### config.mk
export PLATFORM = sky130hd
export DESIGN_NAME = pic_ctrl
export DESIGN_NICKNAME = d
export VERILOG_FILES = /design/src/pic_pkg.sv /design/src/pic_ctrl.sv
export VERILOG_INCLUDE_DIRS = /design/src
export SDC_FILE = /design/constraint.sdc
export NUM_CORES = 2
export LEC_CHECK = 0
export BUFFER_PORTS_ARGS = -buffer_cell sky130_fd_sc_hd__clkbuf_2
export CAP_MARGIN = 20
export CORE_AREA = 3 3 696 352
export DETAILED_ROUTE_END_ITERATION = 6
export DIE_AREA = 0 0 699 355
export GPL_TIMING_DRIVEN = 0
export PLACE_DENSITY = 0.59
export SYNTH_ARGS = -nofsm -noshare
export SYNTH_HDL_FRONTEND = slang
export SYNTH_SLANG_ARGS = --single-unit
### constraint.sdc
create_clock -name pclk -period 384.9 [get_ports pclk]
set_input_delay 19.245 -clock pclk [delete_from_list [all_inputs] [get_ports pclk]]
set_output_delay 19.245 -clock pclk [all_outputs]
set_load 0.01 [all_outputs]
### src/pic_defs.svh
// register offsets, field positions, reset values and timing counts of the pi controller
// What this block does
// RQ1 - manual mode drives output with manual value
// RQ2 - auto mode computes output from control law
// RQ3 - auto entry seeds integral sum with manual value
// RQ4 - scaled input is input times gain plus offset
// RQ5 - output held while scaled input equals setpoint
// RQ6 - upward action: above setpoint lowers output
// RQ7 - downward action: above setpoint raises output
// RQ8 - keep stepping; step size from gain, time
// RQ9 - input above max uses max as value
// RQ10 - input below min uses min as value
// RQ11 - reset input resets the output
// RQ12 - reset input disables the mode select
// RQ13 - control calculation runs every 500 ms
// RQ14 - zero proportional gain drops proportional term
// RQ15 - integral time 99:59 drops integral term
// RQ16 - output stays within 0 to 1000; manual mode and auto entry load the manual value without this limit
// RQ17 - reset forces output to zero
// RQ18 - tick from clock counter; output changes only on ticks, on reset input and on auto entry
`ifndef PIC_DEFS_SVH
`define PIC_DEFS_SVH

`define PIC_OFS_CTRL      12'h000
`define PIC_OFS_SETPOINT  12'h004
`define PIC_OFS_GAIN_A    12'h008
`define PIC_OFS_OFFSET_B  12'h00c
`define PIC_OFS_PGAIN     12'h010
`define PIC_OFS_ITIME     12'h014
`define PIC_OFS_MANUAL    12'h018
`define PIC_OFS_LIM_LO    12'h01c
`define PIC_OFS_LIM_HI    12'h020
`define PIC_OFS_STATUS    12'h024
`define PIC_OFS_SCALED    12'h028

`define PIC_CTRL_DIR_BIT  0
`define PIC_STAT_AUTO_BIT 16
`define PIC_STAT_RST_BIT  17

`define PIC_RST_DIR       1'b1
`define PIC_RST_SETPOINT  16'sh0000
`define PIC_RST_GAIN_A    16'sh0064
`define PIC_RST_OFFSET_B  16'sh0000
`define PIC_RST_PGAIN     16'h0064
`define PIC_RST_ITIME     16'h003c
`define PIC_RST_MANUAL    16'h0000
`define PIC_RST_LIM_LO    16'shd8f0
`define PIC_RST_LIM_HI    16'sh4e20

`define PIC_ITIME_OFF     16'h176f
`define PIC_OUT_MAX       16'sh03e8
`define PIC_GAIN_SCALE    100
`define PIC_SAMPLE_MS     500
`define PIC_CLK_KHZ       200000

`endif

### src/pic_pkg.sv
// types shared by the pi controller
`default_nettype none
package pic_pkg;
  typedef struct packed {
    logic               dir_up;
    logic signed [15:0] setpoint;
    logic signed [15:0] gain_a;
    logic signed [15:0] offset_b;
    logic        [15:0] proportional_gain;
    logic        [15:0] integral_time;
    logic        [15:0] manual_output_value;
    logic signed [15:0] lim_lo;
    logic signed [15:0] lim_hi;
  } pic_cfg_t;

  typedef enum logic [2:0] {
    ST_MAN  = 3'b001,
    ST_AUTO = 3'b010,
    ST_RST  = 3'b100
  } pic_state_t;
endpackage
`default_nettype wire

### src/pic_ctrl.sv
// pi process controller with apb parameter registers
//
// Our own choices: the address map and the APB slave port.
`include "pic_defs.svh"
`default_nettype none
module pic_ctrl
  import pic_pkg::*;
#(
  parameter int unsigned TICK_CYC = `PIC_SAMPLE_MS * `PIC_CLK_KHZ
) (
  input  wire logic               pclk,
  input  wire logic               presetn,
  input  wire logic               psel,
  input  wire logic               penable,
  input  wire logic               pwrite,
  input  wire logic [11:0]        paddr,
  input  wire logic [31:0]        pwdata,
  output logic      [31:0]        prdata,
  output logic                    pready,
  output logic                    pslverr,
  input  wire logic               mode_auto,
  input  wire logic               ctl_reset,
  input  wire logic signed [15:0] process_input,
  output logic      [9:0]         manipulated_output
);

  localparam int CW = (TICK_CYC > 1) ? $clog2(TICK_CYC) : 1;

  generate
    if (TICK_CYC < 2) begin : g_bad_tick
      $error("TICK_CYC must be at least 2");
    end
  endgenerate

  // ---------------- apb slave ----------------
  pic_cfg_t         cfg_r, cfg_nxt;
  logic [31:0]      rdat_r, rdat_nxt;
  logic             err_r, err_nxt;
  logic             setup;
  logic             wr_acc;
  logic             hit;
  logic signed [15:0] acc_r, acc_nxt;
  logic signed [15:0] scaled;
  pic_state_t       state_r, state_nxt;

  assign setup  = psel & ~penable;
  assign pready = 1'b1;
  assign wr_acc = psel & penable & pwrite;
  assign prdata = rdat_r;
  assign pslverr = err_r & psel & penable;

  always_comb begin
    hit = 1'b1;
    rdat_nxt = rdat_r;
    case (paddr)
      `PIC_OFS_CTRL:     rdat_nxt = {31'h0, cfg_r.dir_up};
      `PIC_OFS_SETPOINT: rdat_nxt = {{16{cfg_r.setpoint[15]}}, cfg_r.setpoint};
      `PIC_OFS_GAIN_A:   rdat_nxt = {{16{cfg_r.gain_a[15]}}, cfg_r.gain_a};
      `PIC_OFS_OFFSET_B: rdat_nxt = {{16{cfg_r.offset_b[15]}}, cfg_r.offset_b};
      `PIC_OFS_PGAIN:    rdat_nxt = {16'h0, cfg_r.proportional_gain};
      `PIC_OFS_ITIME:    rdat_nxt = {16'h0, cfg_r.integral_time};
      `PIC_OFS_MANUAL:   rdat_nxt = {16'h0, cfg_r.manual_output_value};
      `PIC_OFS_LIM_LO:   rdat_nxt = {{16{cfg_r.lim_lo[15]}}, cfg_r.lim_lo};
      `PIC_OFS_LIM_HI:   rdat_nxt = {{16{cfg_r.lim_hi[15]}}, cfg_r.lim_hi};
      `PIC_OFS_STATUS:   rdat_nxt = {14'h0, state_r == ST_RST, state_r == ST_AUTO,
                                     acc_r};
      `PIC_OFS_SCALED:   rdat_nxt = {{16{scaled[15]}}, scaled};
      default: begin
        hit = 1'b0;
        rdat_nxt = 32'h0;
      end
    endcase
    if (!setup) begin
      rdat_nxt = rdat_r;
    end
    err_nxt = setup ? ~hit : err_r;
  end

  always_comb begin
    cfg_nxt = cfg_r;
    if (wr_acc) begin
      case (paddr)
        `PIC_OFS_CTRL:     cfg_nxt.dir_up = pwdata[`PIC_CTRL_DIR_BIT];
        `PIC_OFS_SETPOINT: cfg_nxt.setpoint = pwdata[15:0];
        `PIC_OFS_GAIN_A:   cfg_nxt.gain_a = pwdata[15:0];
        `PIC_OFS_OFFSET_B: cfg_nxt.offset_b = pwdata[15:0];
        `PIC_OFS_PGAIN:    cfg_nxt.proportional_gain = pwdata[15:0];
        `PIC_OFS_ITIME:    cfg_nxt.integral_time = pwdata[15:0];
        `PIC_OFS_MANUAL:   cfg_nxt.manual_output_value = pwdata[15:0];
        `PIC_OFS_LIM_LO:   cfg_nxt.lim_lo = pwdata[15:0];
        `PIC_OFS_LIM_HI:   cfg_nxt.lim_hi = pwdata[15:0];
        default:           cfg_nxt = cfg_r;
      endcase
    end
  end

  always_ff @(posedge pclk or negedge presetn) begin
    if (!presetn) begin
      cfg_r.dir_up              <= `PIC_RST_DIR;
      cfg_r.setpoint            <= `PIC_RST_SETPOINT;
      cfg_r.gain_a              <= `PIC_RST_GAIN_A;
      cfg_r.offset_b            <= `PIC_RST_OFFSET_B;
      cfg_r.proportional_gain   <= `PIC_RST_PGAIN;
      cfg_r.integral_time       <= `PIC_RST_ITIME;
      cfg_r.manual_output_value <= `PIC_RST_MANUAL;
      cfg_r.lim_lo              <= `PIC_RST_LIM_LO;
      cfg_r.lim_hi              <= `PIC_RST_LIM_HI;
      rdat_r                    <= 32'h0;
      err_r                     <= 1'b0;
    end else begin
      cfg_r  <= cfg_nxt;
      rdat_r <= rdat_nxt;
      err_r  <= err_nxt;
    end
  end

  // ---------------- sampling tick ----------------
  logic [CW-1:0] cnt_r, cnt_nxt;
  logic          tick;

  assign tick = (cnt_r == CW'(TICK_CYC - 1));                     // [RQ13]

  always_comb begin
    cnt_nxt = tick ? '0 : cnt_r + CW'(1);                         // [RQ18]
  end

  always_ff @(posedge pclk or negedge presetn) begin
    if (!presetn) begin
      cnt_r <= '0;
    end else begin
      cnt_r <= cnt_nxt;
    end
  end

  // ---------------- scaling and clamp ----------------
  logic signed [47:0] prod;
  logic signed [47:0] lin;

  always_comb begin
    prod = 48'(process_input) * 48'(cfg_r.gain_a);
    lin  = prod / 48'sd100 + 48'(cfg_r.offset_b);                  // [RQ4]
    if (process_input > cfg_r.lim_hi) begin
      scaled = cfg_r.lim_hi;                                      // [RQ9]
    end else if (process_input < cfg_r.lim_lo) begin
      scaled = cfg_r.lim_lo;                                      // [RQ10]
    end else begin
      scaled = lin[15:0];
    end
  end

  // ---------------- control law ----------------
  // the output itself is the integral sum, so each step moves it the way of
  // the error and never reverses while the error keeps its sign
  logic signed [47:0] err;
  logic signed [47:0] p_step;
  logic signed [47:0] i_step;
  logic signed [47:0] step;
  logic signed [47:0] sum;
  logic        [15:0] pg_eff;
  logic        [15:0] it_eff;
  logic signed [47:0] gain_s;
  logic signed [47:0] time_s;
  logic               p_on;
  logic               i_on;

  always_comb begin
    err = cfg_r.dir_up ? 48'(cfg_r.setpoint) - 48'(scaled)         // [RQ6]
                       : 48'(scaled) - 48'(cfg_r.setpoint);        // [RQ7]
    p_on   = (cfg_r.proportional_gain != 16'h0);                  // [RQ14]
    i_on   = (cfg_r.integral_time != `PIC_ITIME_OFF);              // [RQ15]
    pg_eff = p_on ? cfg_r.proportional_gain : 16'(`PIC_GAIN_SCALE);
    it_eff = (cfg_r.integral_time == 16'h0) ? 16'h1 : cfg_r.integral_time;
    // unsigned factors would turn the whole product unsigned and wreck a
    // negative error, so they are widened first and then marked signed
    gain_s = $signed(48'(pg_eff));
    time_s = $signed(48'(it_eff));
    p_step = p_on ? (err * gain_s) / 48'sd100 : 48'sd0;
    i_step = i_on ? (err * gain_s) / (48'sd200 * time_s) : 48'sd0;
    step   = p_step + i_step;                                     // [RQ8]
    // truncation must not stall the loop on a small error
    if (step == 48'sd0 && err != 48'sd0 && (p_on || i_on)) begin
      step = (err > 48'sd0) ? 48'sd1 : -48'sd1;                   // [RQ8]
    end
    sum = 48'(acc_r) + step;
    if (err == 48'sd0) begin
      sum = 48'(acc_r);                                           // [RQ5]
    end
  end

  // ---------------- mode and output ----------------
  always_comb begin
    state_nxt = state_r;
    acc_nxt   = acc_r;
    case (state_r)
      ST_MAN: begin
        if (tick) begin
          acc_nxt = 16'(cfg_r.manual_output_value);                // [RQ1]
        end
        if (mode_auto) begin
          state_nxt = ST_AUTO;                                    // [RQ2]
          acc_nxt   = 16'(cfg_r.manual_output_value);              // [RQ3]
        end
      end
      ST_AUTO: begin
        if (!mode_auto) begin
          state_nxt = ST_MAN;
        end else if (tick) begin
          if (sum > 48'(`PIC_OUT_MAX)) begin
            acc_nxt = `PIC_OUT_MAX;                                // [RQ16]
          end else if (sum < 48'sd0) begin
            acc_nxt = 16'sh0;                                      // [RQ16]
          end else begin
            acc_nxt = sum[15:0];                                   // [RQ2]
          end
        end
      end
      ST_RST: begin
        state_nxt = ST_MAN;
      end
      default: begin
        state_nxt = ST_MAN;
        acc_nxt   = 16'sh0;
      end
    endcase
    // reset wins over every mode and waits for no tick
    if (ctl_reset) begin
      state_nxt = ST_RST;                                         // [RQ12]
      acc_nxt   = 16'sh0;                                          // [RQ11] [RQ17]
    end
  end

  always_ff @(posedge pclk or negedge presetn) begin
    if (!presetn) begin
      state_r <= ST_MAN;
      acc_r   <= 16'sh0;
    end else begin
      state_r <= state_nxt;
      acc_r   <= acc_nxt;
    end
  end

  assign manipulated_output = acc_r[9:0];
endmodule
`default_nettype wire

Yosys cells after proc, flatten, opt, wreduce, memory -nomap -nowiden
Cells that the tools add are included.

Input bits: 67. Register bits after elaboration: 208. Output and inout port bits: 44. Word-level logic and storage cells: 105.

Multiplexer cells: 25. Divide/modulo/power cells: 3. Equality and inequality tests: 21. Multiply operators: 3. Add/subtract/negate cells: 6. Bitwise operators: 7. Order comparisons: 5. Reductions and logical operators: 21.

Operators by type and width (count): one-hot mux 32 bit (11 select lines) (1); 2-to-1 mux 48 bit (6); 2-to-1 mux 16 bit (11); divider 48 x 8 -> 48 bit, second input constant (2); zero test 48 bit (2); adder 16 x 48 -> 48 bit (1); adder 48 bit (1); divider 48 x 48 -> 48 bit (1); == test 12 x 5 -> 1 bit, second input constant (4); greater-than comparator 48 x 1 -> 1 bit, second input constant (1); greater-than comparator 48 x 11 -> 1 bit, second input constant (1); less-than comparator 48 x 1 -> 1 bit, second input constant (1); multiplier 48 x 17 -> 48 bit (1); one-hot mux 16 bit (3 select lines) (1); nonzero test 48 bit (1); == test 12 x 6 -> 1 bit, second input constant (3); subtractor 16 x 16 -> 17 bit (2); multiplier 16 x 16 -> 32 bit (1); adder 27 x 1 -> 27 bit, second input constant (1); == test 27 bit, second input constant (1); 2-to-1 mux 27 bit (1); == test 12 x 4 -> 1 bit, second input constant (2); multiplier 5 x 16 -> 21 bit, first input constant (1); AND reduction 2 bit (10); 23 further kinds (34).

Depth between registers and ports, before layout
Depth in word-level cells: 24. Gate-level depth with buffers: 1300. Gate-level depth less buffers: 1183.

Worst setup path before layout
Ideal clock, no wire load.

Kind: input port to flip-flop. From: input process_input[4]. To: register acc_r[0]. Path buffers: 120. Path slack: 122941 ps. Data arrival time: 261824 ps. Setup time: 135 ps. Stages on the path: 1254. Data required time: 384765 ps. Cell sequence: clkbuf_1 nand2_1 fa_1 inv_1 fa_1 ha_1 fa_1 inv_1 fa_1 fa_1 inv_1 ha_1 inv_1 o21ai_0 a21oi_1 o21ai_0 a21oi_1 o21ai_0 [1218 not listed] o21a_1 o21a_1 o21a_1 o21a_1 o21a_1 o21a_1 o21a_1 o21a_1 o21a_1 o21a_1 o21a_1 o21a_1 o21ai_0 nand2b_1 and4_1 o21ba_2 xor2_2 o21ai_1.

Longest elaborated chain between the ends: 24. Elaborated cells on any way between the ends: 34. Classes of those cells: 5 x add/sub; 2 x mul; 3 x div; 5 x order compare; 14 x mux; 5 x reduce/logical.

RTL lines: from (decl) (line pic_ctrl.sv:23) `input wire logic signed [15:0] process_input,`; multiplier 16 x 16 -> 32 bit (line pic_ctrl.sv:140) `prod = 48'(process_input) * 48'(cfg_r.gain_a);`; divider 48 x 8 -> 48 bit (line pic_ctrl.sv:141) `lin = prod / 48'sd100 + 48'(cfg_r.offset_b);`; adder 16 bit (line pic_ctrl.sv:141); 2-to-1 mux 16 bit (line pic_ctrl.sv:144) `end else if (process_input < cfg_r.lim_lo) begin`; 2-to-1 mux 16 bit * (line pic_ctrl.sv:142) `if (process_input > cfg_r.lim_hi) begin`; subtractor 16 x 16 -> 17 bit, on equally long branches (line pic_ctrl.sv:168, pic_ctrl.sv:167); 2-to-1 mux 48 bit * (line pic_ctrl.sv:167) `err = cfg_r.dir_up ? 48'(cfg_r.setpoint) - 48'(scaled)`; multiplier 48 x 17 -> 48 bit (line pic_ctrl.sv:177, pic_ctrl.sv:178); [8 not listed]; 2-to-1 mux 48 bit * (line pic_ctrl.sv:185) `if (err == 48'sd0) begin`; less-than comparator 48 x 1 -> 1 bit (line pic_ctrl.sv:210) `end else if (sum < 48'sd0) begin`; 2-to-1 mux 16 bit (line pic_ctrl.sv:210); 2-to-1 mux 16 bit * (line pic_ctrl.sv:208) `` if (sum > 48'(`PIC_OUT_MAX)) begin ``; 2-to-1 mux 16 bit * (line pic_ctrl.sv:207) `end else if (tick) begin`; 2-to-1 mux 16 bit * (line pic_ctrl.sv:205) `if (!mode_auto) begin`; one-hot mux 16 bit (3 select lines) * (line pic_ctrl.sv:194) `case (state_r)`; 2-to-1 mux 16 bit * (line pic_ctrl.sv:226) `if (ctl_reset) begin`; to (signal assigned) (line pic_ctrl.sv:238) `acc_r <= acc_nxt;`; to (decl) (line pic_ctrl.sv:42) `logic signed [15:0] acc_r, acc_nxt;`.

Mark *: on every way between the ends. The rest lies on a longest branch, timed or not. The select of a mux whose other input is x is not followed. A chain may end at the register's enable or synchronous reset.

==> flow_metrics.env <==
export IMPL_status="finished, final reports clean"
export IMPL_postCtsSetupBuffers=0
export IMPL_ys_warn_count=0
export IMPL_slew_headroom=0.143
export IMPL_synth_area_sq_mm=0.0956
export IMPL_rrSetupSlack_ns=89.30
export IMPL_synth_seq_cells=195
export IMPL_hold_path_depth=1
export IMPL_skew_ns=0.0141
export IMPL_yosysMostFrequentCell="nor2_1"
export IMPL_wl_per_cell_um=19.7
export IMPL_root_buffer="clkbuf_16"
export IMPL_slowest_stage="o41ai_1"
export IMPL_r2r_cells=1272
export IMPL_worst_slew_pin_slew_ns=1.28
export IMPL_cts_max_level=4
export IMPL_fin_area_sq_mm=0.102
export IMPL_ios=111
export IMPL_die_y_um=355
export IMPL_ys_seq_area_frac=0.0514
export IMPL_rows=127
export IMPL_maxCapViolations=0
export IMPL_cts_tree="done"
export IMPL_busiest_layer="met2"
export IMPL_fin_tns_setup_ns=0
export IMPL_synth_edf_count=0
export IMPL_cts_buffers_inserted=17
export IMPL_synth_cell_types=164
export IMPL_ys_top_cells_by_count="nor2_1 (1183), ha_1 (1170), nand2_1 (1136)"
export IMPL_vias_per_cell=5.90
export IMPL_holdBufCountCts=0
export IMPL_die_w_um=699
export IMPL_drive_gt1_frac=0.0815
export IMPL_drt_first_pass_iters=7
export IMPL_syn_inst=12800
export IMPL_worstPathArrival_ns=314.38
export IMPL_cts_path_max_buffers=2
export IMPL_nets=14800
export IMPL_met2_usage=0.410
export IMPL_critPathMaxFanout=10
export IMPL_critPathMaxStageDelay_ns=0.93
export IMPL_path_common_cell="o21a_1"
export IMPL_drt_total_wl_mm=321
export IMPL_route_detailed_drc=0
export IMPL_hpwl_mm=271
export IMPL_fillers=25000
export IMPL_grt_pass1_vias=90500
export IMPL_core_area_sq_mm=0.239
export IMPL_numPortBuffers=92
export IMPL_worstReg2RegEnd="acc_r[9]"
export IMPL_synth_area_leader_cell="ha_1"
export IMPL_syn_to_final_growth_pct=6.46
export IMPL_place_gp_congestion=0.993
export IMPL_ant_nets=0
export IMPL_setup_viol=0
export IMPL_dieArea_sq_mm=0.248
export IMPL_clock_insertion_delay_worst_skew_ns=0.47
export IMPL_place_area_sq_mm=0.101
export IMPL_hold_start="cnt_r[0]"
export IMPL_maxSlewViolCount=0
export IMPL_syn_avg_cell_area_sq_um=7.44
export IMPL_hold_viol_final=0
export IMPL_synth_area_top_cells="ha_1 (15%), fa_1 (11%), o21a_1 (5.6%)"
export IMPL_fin_crit_ns=314.04
export IMPL_start_util=0.400
export IMPL_fmax_mhz=3.18
export IMPL_endpoint_kind="register"
export IMPL_antenna_found_initial=28
export IMPL_hold_class="register to register"
export IMPL_rsz0062_at_grt="no"
export IMPL_required_ns=385.25
export IMPL_first_iter_violations=7332
export IMPL_start_kind="input pin"
export IMPL_min_to="cnt_r[0]"
export IMPL_fin_crit_sh=0.816
export IMPL_crit_reg2reg_launch="cfg_r[99]"
export IMPL_grtUsageMet1=0.348
export IMPL_grt_met3_usage=0.0268
export IMPL_vias=96100
export IMPL_grt_pass1_wl_mm=509
export IMPL_clock_sinks=195
export IMPL_path_clk_slew_ns=0.08
export IMPL_synth_top_area_frac=0.153
export IMPL_overflow=0
export IMPL_track_usage=0.251
export IMPL_grt_max_degree=99
export IMPL_async_flop_share=1.00
export IMPL_synth_flop_cell="dfrtp_1"
export IMPL_cts_resized=0
export IMPL_path_class="input pin to register"
## stage by stage
| stage | cells | utilization | hold WS, ns | setup WS [ns] |
|---|---|---|---|---|
| detailed placement | 16200 | 0.423 | 0.456 | 75.26 |
| finish | 16300 | 0.425 | 0.465 | 70.86 |
| global placement | 16200 | 0.418 | 0.448 | 76.76 |
| global route | 16300 | 0.425 | 0.505 | 46.46 |
| CTS | 16300 | 0.425 | 0.467 | 74.01 |
| floorplan | 12900 | - | 0.433 | 122.94 |
## worst max-delay path: cells and delay by family
family	cells	cell delay [ns]
compound gates	491	105.42
xor+xnor	13	3.54
fa+ha+maj	49	17.27
buf+inv	97	30.77
mux	10	3.15
simple gates	132	27.10
## cells in the final DEF, fill, tap and decap left out, drive strengths merged, types with 212 or more instances in the layout
cell and n:
a21oi 749, nand3 220, buf 212, o21a 714, clkbuf 427, o31ai 267, and2 337, nand2 1144
xnor2 468, mux2 280, xor2 227, nor2 1191, inv 980, o21ai 612, fa 545, ha 1170
nor3 769
## flip-flops by register name (all words and copies together), names as in the netlist
register,cells
cfg_r,129
cnt_r,27
prdata,19
acc_r,16
state_r,3
err_r,1
## layout make-up
cell class,count,area (sq um),share of cell area
antenna,16,40.0,0.000393
clock inverter,12,171,0.00168
timing repair buffer,158,1320,0.0129
clock buffer,20,437,0.00429
buffer,463,2190,0.0215
multi-input combinational,11200,85000,0.835
inverter,986,3710,0.0365
tap,3225,4040,0.0396
sequential,195,4910,0.0483
## per-layer routing
layer,part of all wire,vias to the layer above
met5,0.00028,-
met4,0.032,14
met3,0.059,433
met2,0.44,2703
met1,0.46,46100
li1,-,46900
## worst max-delay path by stage
stage / from / to
after global placement: process_input[4] / acc_r[7]
after CTS: process_input[4] / acc_r[8]
final: process_input[4] / acc_r[9]
after detailed placement: process_input[4] / acc_r[8]
after global routing: process_input[4] / acc_r[8]
after floorplan: process_input[4] / acc_r[0]
## cell families after synthesis
group           Yosys count  synth area share
mux                     404            0.0461
buf+inv                1449            0.0617
flops                   195            0.0514
simple gates           4773             0.247
compound gates         3582             0.259
other cells               2         0.0000785
fa+ha+maj              1749             0.271
xor+xnor                695            0.0642
Power is left out: the tool's default activity adds up to more than one toggle a clock period on the data nets, which glitch-free logic cannot reach.
